[config.mk]
export PLATFORM = sky130hd
export DESIGN_NAME = swr_responder
export DESIGN_NICKNAME = d
export VERILOG_FILES = /design/src/swr_pkg.sv /design/src/swr_responder.sv /design/src/swr_rx.sv /design/src/swr_tx.sv
export SDC_FILE = /design/constraint.sdc
export NUM_CORES = 1
export LEC_CHECK = 0
export ABC_AREA = 1
export BUFFER_PORTS_ARGS = -buffer_cell sky130_fd_sc_hd__clkbuf_2
export CAP_MARGIN = 10
export CORE_MARGIN = 2
export CORE_UTILIZATION = 58
export CTS_BUF_LIST = sky130_fd_sc_hd__clkbuf_16
export DETAILED_ROUTE_END_ITERATION = 7
export PLACE_DENSITY = 0.81
export SKIP_CTS_REPAIR_TIMING = 1
export SYNTH_ARGS = -nofsm -noshare
export SYNTH_HDL_FRONTEND = slang
export SYNTH_HIERARCHICAL = 1
export SYNTH_SLANG_ARGS = --single-unit
[constraint.sdc]
create_clock -name clk_i -period 2.3 [get_ports clk_i]
set_clock_uncertainty 0.05 [all_clocks]
set_input_delay 0.46 -clock clk_i [delete_from_list [all_inputs] [get_ports clk_i]]
set_output_delay 0.46 -clock clk_i [all_outputs]
set_load 0.005 [all_outputs]
[src/swr_pkg.sv]
// swr_pkg: constants and types for the single-wire return-to-one responder.
// assumes a 100 MHz core clock; slot times below are plain defaults.
// Notes on behaviour
// - The link runs on the alert pin for communication type 3, on the dedicated pin for 4.
// - The chosen pin serves the link only while its own function is set to single-wire.
// - Both ends only pull the line low through open drain and never drive it high.
// - The switch-to-single-wire subcommand moves the device at once onto the alert pin.
// - The swap subcommand, given outside configuration update, moves to the selected interface.
// - Command and data bytes travel least significant bit first.
// - The command byte holds a 7-bit code in bits 0 to 6 and the direction flag in bit 7.
// - By the direction flag the device takes 8 write bits or drives 8 read bits.
// - The device never starts a transaction and drives only in read-data slots.
// - A host break followed by break recovery resets the frame.
// - The data phase is 8 host slots on a write or 8 device slots on a read.
// - After the low part of a slot the driver releases the line for the rest of it.
// - Each transaction moves exactly one data byte, with no auto-increment.
package swr_pkg;

	// clock
	localparam int CLK_PERIOD_NS = 10;

	// subcommand codes seen on the two-wire path
	localparam logic [15:0] SUB_SWITCH_SW = 16'h7c40;
	localparam logic [15:0] SUB_SWAP_COMM = 16'h29bc;

	// communication-type setting values
	localparam logic [2:0] COMM_SW_ALERT = 3'h3;
	localparam logic [2:0] COMM_SW_PIN = 3'h4;

	// command byte layout
	localparam int CMD_DIR_POS = 7;
	localparam logic [2:0] LAST_BIT = 3'h7;

	// device slot timing in ns
	localparam int DEV_SLOT_NS = 200000;
	localparam int DEV_ZERO_LOW_NS = 150000;
	localparam int DEV_ONE_LOW_NS = 40000;
	localparam int RESP_GAP_NS = 50000;

	// values after reset and the counter limit
	localparam logic [15:0] CNT_RESET = 16'h0000;
	localparam logic [7:0] BYTE_RESET = 8'h00;
	localparam logic [15:0] CNT_MAX = 16'hffff;

	// interface mode
	typedef enum logic [1:0] {
		SWR_MODE_TWO_WIRE,
		SWR_MODE_ALERT,
		SWR_MODE_PIN
	} swr_mode_t;

	// frame states
	typedef enum logic [2:0] {
		SWR_S_IDLE,
		SWR_S_CMD,
		SWR_S_WDATA,
		SWR_S_RFETCH,
		SWR_S_RGAP,
		SWR_S_RSEND,
		SWR_S_RWAIT
	} swr_state_t;

endpackage : swr_pkg

[src/swr_responder.sv]
// swr_responder: single-wire return-to-one link responder with pin choice.
// assumes subcommands arrive decoded from the two-wire path, one per pulse,
// and rd_data_i is valid in the same cycle as rd_req_o.
`timescale 1ns/1ps
module swr_responder
#(
	parameter int DEV_SLOT_NS = swr_pkg::DEV_SLOT_NS,
	parameter int DEV_ZERO_LOW_NS = swr_pkg::DEV_ZERO_LOW_NS,
	parameter int DEV_ONE_LOW_NS = swr_pkg::DEV_ONE_LOW_NS,
	parameter int RESP_GAP_NS = swr_pkg::RESP_GAP_NS
)
(
	// clock and reset
	input wire logic clk_i,
	input wire logic rst_n_i,
	// configuration
	input wire logic [2:0] comm_type_i,
	input wire logic cfg_update_i,
	input wire logic alert_fn_sw_i,
	input wire logic pin_fn_sw_i,
	input wire logic [15:0] bit_thresh_i,
	input wire logic [15:0] break_thresh_i,
	// subcommands from the two-wire path
	input wire logic subcmd_valid_i,
	input wire logic [15:0] subcmd_i,
	// alert pin
	input wire logic alert_in_i,
	output logic alert_out_o,
	output logic alert_oe_o,
	// dedicated single-wire pin
	input wire logic swp_in_i,
	output logic swp_out_o,
	output logic swp_oe_o,
	// status
	output logic swire_active_o,
	output logic swire_on_alert_o,
	// user side write
	output logic wr_valid_o,
	output logic [6:0] wr_cmd_o,
	output logic [7:0] wr_data_o,
	// user side read
	output logic rd_req_o,
	output logic [6:0] rd_cmd_o,
	input wire logic [7:0] rd_data_i
);
	localparam int P = swr_pkg::CLK_PERIOD_NS;
	localparam int SLOT_I = (DEV_SLOT_NS + P - 1) / P;
	localparam int ZERO_I = (DEV_ZERO_LOW_NS + P - 1) / P;
	localparam int ONE_I = (DEV_ONE_LOW_NS + P - 1) / P;
	localparam int GAP_I = (RESP_GAP_NS + P - 1) / P;
	localparam logic [15:0] SLOT_CYC = 16'((SLOT_I < 1) ? 1 : SLOT_I);
	localparam logic [15:0] ZERO_CYC = 16'((ZERO_I < 1) ? 1 : ZERO_I);
	localparam logic [15:0] ONE_CYC = 16'((ONE_I < 1) ? 1 : ONE_I);
	localparam logic [15:0] GAP_CYC = 16'((GAP_I < 1) ? 1 : GAP_I);

	typedef struct packed {
		swr_pkg::swr_mode_t mode;
		swr_pkg::swr_state_t st;
		logic [7:0] shreg;
		logic [7:0] cmdr;
		logic [2:0] nbit;
		logic [15:0] gap;
		logic wr_v;
		logic rd_r;
		logic start;
		logic tbit;
		logic oe_a;
		logic oe_p;
		logic lvl;
		logic active;
		logic on_alert;
	} swr_top_st_t;

	swr_top_st_t r_reg;
	swr_top_st_t r_next;
	logic serve;
	logic rx_line;
	logic rx_bit;
	logic rx_val;
	logic rx_brk;
	logic tx_low;
	logic tx_done;

	// bytes enter at the top so the first slot ends in bit 0
	function automatic logic [7:0] lsb_in(input logic [7:0] sr,
		input logic b);
		lsb_in = {b, sr[7:1]};
	endfunction : lsb_in

	// pin serves only in its mode with its function set
	assign serve = (r_reg.mode == swr_pkg::SWR_MODE_ALERT && alert_fn_sw_i)
		|| (r_reg.mode == swr_pkg::SWR_MODE_PIN && pin_fn_sw_i);
	assign rx_line = (r_reg.mode == swr_pkg::SWR_MODE_PIN) ? swp_in_i
		: alert_in_i;

	// pulse measurement
	swr_rx u_rx
	(
		.clk_i(clk_i),
		.rst_n_i(rst_n_i),
		.line_i(rx_line),
		.bit_thresh_i(bit_thresh_i),
		.break_thresh_i(break_thresh_i),
		.bit_o(rx_bit),
		.bit_val_o(rx_val),
		.brk_o(rx_brk)
	);

	// device slot timing
	swr_tx #(
		.ZERO_CYC(ZERO_CYC),
		.ONE_CYC(ONE_CYC),
		.SLOT_CYC(SLOT_CYC)
	) u_tx
	(
		.clk_i(clk_i),
		.rst_n_i(rst_n_i),
		.start_i(r_reg.start),
		.bit_i(r_reg.tbit),
		.low_o(tx_low),
		.done_o(tx_done)
	);

	// mode selection and frame sequencing
	always_comb
	begin
		r_next = r_reg;
		r_next.wr_v = 1'b0;
		r_next.rd_r = 1'b0;
		r_next.start = 1'b0;
		r_next.lvl = 1'b0;
		if (subcmd_valid_i)
		begin
			if (subcmd_i == swr_pkg::SUB_SWITCH_SW)
				r_next.mode = swr_pkg::SWR_MODE_ALERT;
			else if (subcmd_i == swr_pkg::SUB_SWAP_COMM && !cfg_update_i)
			begin
				if (comm_type_i == swr_pkg::COMM_SW_ALERT)
					r_next.mode = swr_pkg::SWR_MODE_ALERT;
				else if (comm_type_i == swr_pkg::COMM_SW_PIN)
					r_next.mode = swr_pkg::SWR_MODE_PIN;
				else
					r_next.mode = swr_pkg::SWR_MODE_TWO_WIRE;
			end
		end
		r_next.active = serve;
		r_next.on_alert = (r_reg.mode == swr_pkg::SWR_MODE_ALERT);
		if (!serve)
		begin
			r_next.st = swr_pkg::SWR_S_IDLE;
			r_next.nbit = 3'h0;
		end
		else if (rx_brk)
		begin
			r_next.st = swr_pkg::SWR_S_CMD;
			r_next.nbit = 3'h0;
		end
		else
		begin
			case (r_reg.st)
				swr_pkg::SWR_S_IDLE:
					r_next.nbit = 3'h0;
				swr_pkg::SWR_S_CMD:
					if (rx_bit)
					begin
						r_next.shreg = lsb_in(r_reg.shreg, rx_val);
						r_next.nbit = r_reg.nbit + 3'h1;
						if (r_reg.nbit == swr_pkg::LAST_BIT)
						begin
							r_next.cmdr = r_next.shreg;
							if (r_next.shreg[swr_pkg::CMD_DIR_POS])
								r_next.st = swr_pkg::SWR_S_WDATA;
							else
							begin
								r_next.st = swr_pkg::SWR_S_RFETCH;
								r_next.rd_r = 1'b1;
							end
						end
					end
				swr_pkg::SWR_S_WDATA:
					if (rx_bit)
					begin
						r_next.shreg = lsb_in(r_reg.shreg, rx_val);
						r_next.nbit = r_reg.nbit + 3'h1;
						if (r_reg.nbit == swr_pkg::LAST_BIT)
						begin
							r_next.wr_v = 1'b1;
							r_next.st = swr_pkg::SWR_S_IDLE;
						end
					end
				swr_pkg::SWR_S_RFETCH:
				begin
					r_next.shreg = rd_data_i;
					r_next.gap = swr_pkg::CNT_RESET;
					r_next.st = swr_pkg::SWR_S_RGAP;
				end
				swr_pkg::SWR_S_RGAP:
				begin
					r_next.gap = r_reg.gap + 16'h0001;
					if (r_next.gap >= GAP_CYC)
						r_next.st = swr_pkg::SWR_S_RSEND;
				end
				swr_pkg::SWR_S_RSEND:
				begin
					r_next.start = 1'b1;
					r_next.tbit = r_reg.shreg[0];
					r_next.st = swr_pkg::SWR_S_RWAIT;
				end
				swr_pkg::SWR_S_RWAIT:
					if (tx_done)
					begin
						r_next.shreg = {1'b0, r_reg.shreg[7:1]};
						r_next.nbit = r_reg.nbit + 3'h1;
						if (r_reg.nbit == swr_pkg::LAST_BIT)
							r_next.st = swr_pkg::SWR_S_IDLE;
						else
							r_next.st = swr_pkg::SWR_S_RSEND;
					end
				default:
					r_next.st = swr_pkg::SWR_S_IDLE;
			endcase
		end
		// pull low only in read slots on the serving pin
		r_next.oe_a = tx_low && serve && r_reg.st == swr_pkg::SWR_S_RWAIT
			&& r_reg.mode == swr_pkg::SWR_MODE_ALERT;
		r_next.oe_p = tx_low && serve && r_reg.st == swr_pkg::SWR_S_RWAIT
			&& r_reg.mode == swr_pkg::SWR_MODE_PIN;
	end

	// state register
	always_ff @(posedge clk_i)
	begin
		if (!rst_n_i)
		begin
			r_reg <= '0;
			r_reg.mode <= swr_pkg::SWR_MODE_TWO_WIRE;
			r_reg.st <= swr_pkg::SWR_S_IDLE;
		end
		else
			r_reg <= r_next;
	end

	// outputs from the state register
	assign alert_out_o = r_reg.lvl;
	assign alert_oe_o = r_reg.oe_a;
	assign swp_out_o = r_reg.lvl;
	assign swp_oe_o = r_reg.oe_p;
	assign swire_active_o = r_reg.active;
	assign swire_on_alert_o = r_reg.on_alert;
	assign wr_valid_o = r_reg.wr_v;
	assign wr_cmd_o = r_reg.cmdr[6:0];
	assign wr_data_o = r_reg.shreg;
	assign rd_req_o = r_reg.rd_r;
	assign rd_cmd_o = r_reg.cmdr[6:0];
endmodule : swr_responder

[src/swr_rx.sv]
// swr_rx: synchronises the line and measures each low pulse.
// assumes the line idles high through an external pull-up.
`timescale 1ns/1ps
module swr_rx
(
	// clock and reset
	input wire logic clk_i,
	input wire logic rst_n_i,
	// line and thresholds
	input wire logic line_i,
	input wire logic [15:0] bit_thresh_i,
	input wire logic [15:0] break_thresh_i,
	// events
	output logic bit_o,
	output logic bit_val_o,
	output logic brk_o
);
	typedef struct packed {
		logic s1;
		logic s2;
		logic s3;
		logic filt;
		logic [15:0] cnt;
		logic bit_v;
		logic bit_val;
		logic brk;
	} swr_rx_st_t;

	swr_rx_st_t r_reg;
	swr_rx_st_t r_next;

	// three-flop sync, agreement filter, low-width measure
	always_comb
	begin
		r_next = r_reg;
		r_next.s1 = line_i;
		r_next.s2 = r_reg.s1;
		r_next.s3 = r_reg.s2;
		r_next.bit_v = 1'b0;
		r_next.brk = 1'b0;
		if (r_reg.s2 == r_reg.s3)
			r_next.filt = r_reg.s3;
		if (!r_reg.filt && r_reg.cnt != swr_pkg::CNT_MAX)
			r_next.cnt = r_reg.cnt + 16'h0001;
		if (r_next.filt && !r_reg.filt)
		begin
			// long low is a break, otherwise width decides the bit
			if (r_reg.cnt >= break_thresh_i)
				r_next.brk = 1'b1;
			else
			begin
				r_next.bit_v = 1'b1;
				r_next.bit_val = (r_reg.cnt < bit_thresh_i);
			end
			r_next.cnt = swr_pkg::CNT_RESET;
		end
	end

	// state register
	always_ff @(posedge clk_i)
	begin
		if (!rst_n_i)
		begin
			r_reg <= '0;
			r_reg.s1 <= 1'b1;
			r_reg.s2 <= 1'b1;
			r_reg.s3 <= 1'b1;
			r_reg.filt <= 1'b1;
		end
		else
			r_reg <= r_next;
	end

	assign bit_o = r_reg.bit_v;
	assign bit_val_o = r_reg.bit_val;
	assign brk_o = r_reg.brk;

endmodule : swr_rx

[src/swr_tx.sv]
// swr_tx: times one device slot, low for the bit's time then released.
// assumes start_i arrives only while idle.
`timescale 1ns/1ps
module swr_tx
#(
	parameter logic [15:0] ZERO_CYC = 16'd15000,
	parameter logic [15:0] ONE_CYC = 16'd4000,
	parameter logic [15:0] SLOT_CYC = 16'd20000
)
(
	// clock and reset
	input wire logic clk_i,
	input wire logic rst_n_i,
	// slot request
	input wire logic start_i,
	input wire logic bit_i,
	// line pull and completion
	output logic low_o,
	output logic done_o
);
	typedef struct packed {
		logic busy;
		logic low;
		logic done;
		logic [15:0] cnt;
		logic [15:0] low_len;
	} swr_tx_st_t;

	swr_tx_st_t r_reg;
	swr_tx_st_t r_next;

	// slot sequencer
	always_comb
	begin
		r_next = r_reg;
		r_next.done = 1'b0;
		if (!r_reg.busy)
		begin
			if (start_i)
			begin
				r_next.busy = 1'b1;
				r_next.low = 1'b1;
				r_next.cnt = swr_pkg::CNT_RESET;
				r_next.low_len = bit_i ? ONE_CYC : ZERO_CYC;
			end
		end
		else
		begin
			r_next.cnt = r_reg.cnt + 16'h0001;
			if (r_next.cnt >= r_reg.low_len)
				r_next.low = 1'b0;
			if (r_next.cnt >= SLOT_CYC)
			begin
				r_next.busy = 1'b0;
				r_next.done = 1'b1;
			end
		end
	end

	// state register
	always_ff @(posedge clk_i)
	begin
		if (!rst_n_i)
			r_reg <= '0;
		else
			r_reg <= r_next;
	end

	assign low_o = r_reg.low;
	assign done_o = r_reg.done;

endmodule : swr_tx

==> results of run 1 <==
==> power breakdown <==
part           switching [mW]  internal, mW
registers             0.00120          1.59
clock network           0.650         0.738
logic                  0.0857        0.0749
==> synthesized netlist by cell type, types with 3 or more instances <==
cell type  count  area, µm²
a211oi_1      14        105
a21oi_1       79        395
buf_4         26        195
buf_6          5       56.3
clkbuf_1       4       15.0
dfxtp_1       92       1840
ha_1          46        576
inv_1        134        503
inv_2          5       18.8
nand2_1      226        848
nand2_2       11       68.8
nand3_1       53        265
nand3_2        4       40.0
nand3b_1       4       30.0
nand4_1       19        119
nor2_1        97        364
nor2_2        13       81.3
nor2_4         4       45.0
nor3_1        20        100
nor4_1         4       25.0
o21ai_0       23        115
o21bai_1       4       30.0
o22ai_1        3       18.8
or2_2          4       25.0
xnor2_1        7       61.3
xor2_1         7       61.3
==> kinds of logic after synthesis <==
group,Yosys count,share of synthesized area
DFF,92,0.294
AOI/OAI and AO/OA,140,0.126
and+or+nand+nor,468,0.335
muxes,1,0.00180
xor gates and xnor gates,15,0.0222
buffers and inverters,178,0.128
other,1,0.000599
adders and majority gates,46,0.0919
==> layout by cell type (no fill, tap or decap), drive strengths merged, types with 2 or more instances in the layout <==
| cell type | n |
|---|---|
| a211oi | 14 |
| a21boi | 2 |
| a21oi | 81 |
| a22oi | 2 |
| a31oi | 2 |
| and2 | 2 |
| buf | 13 |
| clkbuf | 103 |
| clkinv | 6 |
| conb | 2 |
| dfxtp | 92 |
| ha | 46 |
| inv | 141 |
| nand2 | 239 |
| nand3 | 57 |
| nand3b | 4 |
| nand4 | 19 |
| nor2 | 114 |
| nor3 | 23 |
| nor4 | 4 |
| o21ai | 27 |
| o21bai | 4 |
| o22ai | 3 |
| or2 | 5 |
| xnor2 | 8 |
| xor2 | 7 |
==> layout make-up <==
type	instances	area, µm²	share of cell area
multi-input combinational	672	3640	0.518
clock buffer	9	225	0.0320
tap	136	170	0.0242
inverter	141	529	0.0753
clock inverter	7	51.3	0.00730
timing repair buffer	107	568	0.0808
sequential	92	1850	0.263
==> per-layer routing <==
layer,track usage,vias up,part of all wire
met1,0.324,2701,0.44
met4,0.0870,0,0.020
li1,-,3176,-
met2,0.453,144,0.48
met3,0.0545,29,0.052
met5,0,-,0
==> tightest hold or removal path, cell delays in order <==
cell and delay [ns]:
clkbuf_2 0.08, a211oi_1 0.05, nor2_1 0.08
==> final timing paths <==
check	from	to	cells after the start
setup / recovery	u_tx/r_reg[17]$_SDFFE_PN0P_	u_tx/low_o$_SDFFE_PN0P_	13
hold / removal	rd_data_i[0]	wr_data_o[0]$_SDFFE_PN0P_	3
setup reg to reg	u_tx/r_reg[17]$_SDFFE_PN0P_	u_tx/low_o$_SDFFE_PN0P_	13
hold reg to reg	u_rx/r_next[21]$_SDFF_PN1_	u_rx/r_next[20]$_SDFF_PN1_	1
==> impl_results.md, run 1 <==
- Run status: completed
- Core box area: 10400 µm²
- FMAX: 474 MHz
- Req. time, crit path: 2.46 ns
- Clk_lat worst skew: 0.35 ns
- Pwr/cell area: 447 nW/µm²
- R2r setup slk: 0.19 ns
- DRT antenna net count: 0
- Placed inst area: about 6700 µm²
- CTS tree: done
- First-pass GRT wire length: 24700 µm
- Vias/cell: 5.20
- Longest Clk Path Bufs: 2
- Starting density of the core: 0.601
- DR DRC count: 0
- Synth async-reset ratio: 0
- Clock Pin Slew Worst Setup and Hold Paths: roughly 0.070 ns
- DR pass1 iterations: 4
- Layout Nets: 1136
- Global placement routability congestion: 0.954
- Initial antenna violation count: 0
- Setup Crit Path Kind: register to register
- Worst setup SP type: register
- Slew Limit Fails: 0
- Final period utilization: 0.917
- # rows: 37
- Layout Cells excl Fill: 1164
- Power Total: 3.14 mW
- Yosys warning count: 6
- Setup TNS Final: 0 ns
- Final worst slack: 0.191 ns
- Post-DR wirelength/cell: 12.3 µm
- Die area: 11600 µm²
- Die H: between 100 and 150 µm
- Critical-path top delay cell: dfxtp_2
- Starting DRT DRC Count: 280
- Worst Setup End Kind: register
- Fill cells: ~970
- Routed WL: 14400 µm
- # H-tree levels: 3
- Util after Layout: 0.675
- Setup WS pre-CTS: 0.140 ns
- Gr ovfl total: 0
- Worst-path fanout max: 4
- Hold_ws: 0.307 ns
- Share of post-route cells with drive strength above 1: 0.177
- Total I/O pin count: 97
- Fin crit period: 2.11 ns
- Vias: ~6100
- Mapped Cells: 941
- Largest net degree at the start of global routing: 18
- DP Wirelength: 11200 µm
- ANT cells: 0
- Number of synthesized flops with an enable pin: 0
- Placed insts: 1146
- P_leak: 3.20 nW
- Synth Area per Inst: 6.66 µm²
- Critical-path cell list: ha_1 -> nand2_2 -> nor2_4 -> nand2_1 -> xnor2_2 -> ha_1 -> nand2_1 -> nor2_1 -> nor2_1 -> o2111ai_1 -> inv_1 -> nand3_1 -> a21oi_1
- PortBufs: 94
- Actual slew at the worst max-slew pin: 0.577 ns
- Post-Syn Area: between 6000 and 7000 µm²
- Top FF cell, synth: dfxtp_1
- CP delay by family, top: simple AND/OR/NAND/NOR gates
- Vias in the first global route: 5640
- Sequential share of the synthesized area: 0.294
- Finished Cell Area: approximately 7000 µm²
- CTS Buf Count: 9
- Slew HR: 0.615
- Post-synthesis register bit count: between 90 and 100
- Peak VDD IR: 0.434 mV
- Gr usage total: 0.262
- Buf/Inv on CP: 1
- Area grow syn2layout: 12.3%
- Final Setup Violations: 0
- Distinct cells, synth: 48
- CTS root buf: clkbuf_16
- CP arrival: ~2.3 ns
- Final Hold Viols: 0
- Horiz. Die Dim: around 110 µm
- Worst Hold Class: input pin to register
- Largest register FFs: 26
- Clk sink count: slightly above 90
- Largest stage delay, worst path: ~0.35 ns
- Max Cap Viol: 0
Power figures use the tool's default switching activity.
==> inputs of run 2 (changes only) <==
--- a/config.mk
+++ b/config.mk
@@ -12,6 +12,7 @@
 export CORE_UTILIZATION = 58
 export CTS_BUF_LIST = sky130_fd_sc_hd__clkbuf_16
 export DETAILED_ROUTE_END_ITERATION = 7
+export MAX_ROUTING_LAYER = met4
 export PLACE_DENSITY = 0.81
 export SKIP_CTS_REPAIR_TIMING = 1
 export SYNTH_ARGS = -nofsm -noshare
==> impl_results.md, run 2 (synthesis results as in run 1) <==
- Run status: completed
- Vias in the first global route: 5825 (+3.3%)
- Layout Nets: 1137 (+0.088%)
- Core box area: 10400 µm² (unchanged)
- Die H: 108 µm (unchanged)
- Share of post-route cells with drive strength above 1: 0.183 (+0.00566)
- Worst r2r dst: u_tx/low_o$_SDFFE_PN0P_
- Gr ovfl total: 0 (unchanged)
- Most common cell after layout, fill and taps aside: nand2_1
- DR pass1 iterations: 5 (+1)
- Worst-path fanout max: 4 (unchanged)
- Largest net degree at the start of global routing: 18 (unchanged)
- Global placement routability congestion: 0.960 (+0.59%)
- Final Hold Viols: 0 (unchanged)
- Slew HR: 0.607 (-0.00715)
- FMAX: 449 MHz (-5.3%)
- Horiz. Die Dim: 108 µm (unchanged)
- Logic pwr share: 0.047 (-0.004)
- PortBufs: 94 (unchanged)
- Starting DRT DRC Count: 386 (+38%)
- Die area: 11600 µm² (unchanged)
- Clk sink count: 92 (unchanged)
- Switching fraction of total power: 0.218 (-0.0166)
- Largest register FFs: 26 (unchanged)
- Actual slew at the worst max-slew pin: 0.588 ns (+0.0109 ns)
- Starting density of the core: 0.601 (unchanged)
- Max Cap Viol: 0 (unchanged)
- R2r setup slk: 0.07 ns (-0.12 ns)
- First-pass GRT wire length: 25200 µm (+1.9%)
- Vias: 6125 (+1.2%)
- ANT cells: 0 (unchanged)
- Clk pwr share: 0.478 (+0.037)
- DP Wirelength: 11000 µm (-1.8%)
- Setup WS pre-CTS: 0.173 ns (+0.0328 ns)
- Setup Crit Path Kind: register to register
- Routed wl met2: 6830 µm (-1.9%)
- Post-route met1 wirelength: 6410 µm (+0.72%)
- Clock Pin Slew Worst Setup and Hold Paths: 0.07 ns (about the same)
- # rows: 37 (unchanged)
- Area grow syn2layout: 13.4%
- Switching Power: 731 µW (-0.78%)
- P_leak: 3.23 nW (+0.88%)
- Gr usage total: 0.275 (+0.0130)
- Final period utilization: 0.968 (+0.0509)
- CTS root buf: clkbuf_16
- # H-tree levels: 3 (unchanged)
- DR DRC count: 0 (unchanged)
- Total I/O pin count: 97 (unchanged)
- DRT antenna net count: 0 (unchanged)
- Pwr/cell area: 473 nW/µm² (+5.7%)
- Worst R2R Start: u_tx/r_reg[17]$_SDFFE_PN0P_
- Internal Power: 2.63 mW (+9.1%)
- Worst r2r path cells: 13 (unchanged)
- Peak VDD IR: 0.707 mV (+63%)
- WL met3: 912 µm (+22%)
- Top layer in use: met4
- Worst setup SP type: register
- CTS Buf Count: 9 (unchanged)
- Vias/cell: 5.26 (+1.2%)
- CTS tree: done
- Post-DR wirelength/cell: 12.6 µm (+2.1%)
- Final worst slack: 0.0736 ns (-0.117 ns)
- Part of the power in registers: 0.475 (-0.032)
- Final Setup Violations: 0 (unchanged)
- Clk_lat worst skew: 0.34 ns (about the same)
- Slew Limit Fails: 0 (unchanged)
- Initial antenna violation count: 0 (unchanged)
- Req. time, crit path: 2.52 ns (+0.06 ns)
- Hold_ws: 0.312 ns (+0.00429 ns)
- Most frequent cells in the layout: nand2_1, inv_1, nor2_1
- Fin crit period: 2.23 ns (+0.117 ns)
- Worst Setup End Kind: register
- Crit path capture: u_tx/low_o$_SDFFE_PN0P_
- CP arrival: 2.45 ns (+0.18 ns)
- Worst Setup SP: u_tx/r_reg[17]$_SDFFE_PN0P_
- Routed WL: 14700 µm (+2.2%)
- Worst Hold Class: input pin to register
- Longest Clk Path Bufs: 2 (unchanged)
-- run 2: how the worst min path moves through the flow --
stage,endpoint,cells past startpoint,from
finish,wr_data_o[0]$_SDFFE_PN0P_,3,rd_data_i[0]
floorplan,u_rx/r_next[20]$_SDFF_PN1_,1,u_rx/r_next[21]$_SDFF_PN1_
global route,wr_data_o[0]$_SDFFE_PN0P_,3,rd_data_i[0]
global placement,u_rx/r_next[20]$_SDFF_PN1_,1,u_rx/r_next[21]$_SDFF_PN1_
detailed placement,u_rx/r_next[20]$_SDFF_PN1_,1,u_rx/r_next[21]$_SDFF_PN1_
CTS,wr_data_o[0]$_SDFFE_PN0P_,3,rd_data_i[0]
-- run 2: layer usage --
layer | track usage | up-vias
met5 | - | -
met4 | 0.111 | 0
met3 | 0.0587 | 49
met2 | 0.445 | 218
met1 | 0.334 | 2674
li1 | - | 3184
-- run 2: final cells by class --
class	count	area (µm²)
multi-input cells	672	3650
flip-flops and latches	92	1850
clock buffers	9	225
clock inverters	7	98.8
inverters	141	529
well taps	136	170
fillers	890	3310
repair buffers	108	576
-- run 2: per-stage QoR --
| stage | cell area (µm²) | std cells | setup TNS, ns | power [mW] | util |
|---|---|---|---|---|---|
| final | 7100 | 1165 | 0 | 3.36 | 0.682 |
| after global routing | 7100 | 1165 | -0.0373 | 3.47 | 0.682 |
| after CTS | 7040 | 1162 | 0 | 3.38 | 0.676 |
| after detailed placement | 6720 | 1146 | 0 | 1.79 | 0.645 |
| after global placement | 6720 | 1146 | 0 | 1.79 | 0.645 |
| after floorplan | 6270 | 942 | 0 | 1.71 | - |
-- run 2: power groups by stage --
stage	Combinational (mW)	Clock, mW	Sequential [mW]
after floorplan	0.0764	0	1.63
after global placement	0.154	0	1.63
after detailed placement	0.157	0	1.63
after CTS	0.159	1.63	1.60
after global routing	0.183	1.69	1.59
final	0.159	1.60	1.60
-- run 2: critical path: stages (launching register included) --
cell and delay, ns:
dfxtp_2 0.35, ha_1 0.19, nand2_2 0.13, nor2_4 0.14, nand2_1 0.10, xnor2_2 0.25, ha_1 0.27, nand2_1 0.09
nor2_1 0.06, nor2_1 0.12, o2111ai_1 0.12, inv_1 0.07, nand3_1 0.06, a21oi_1 0.13
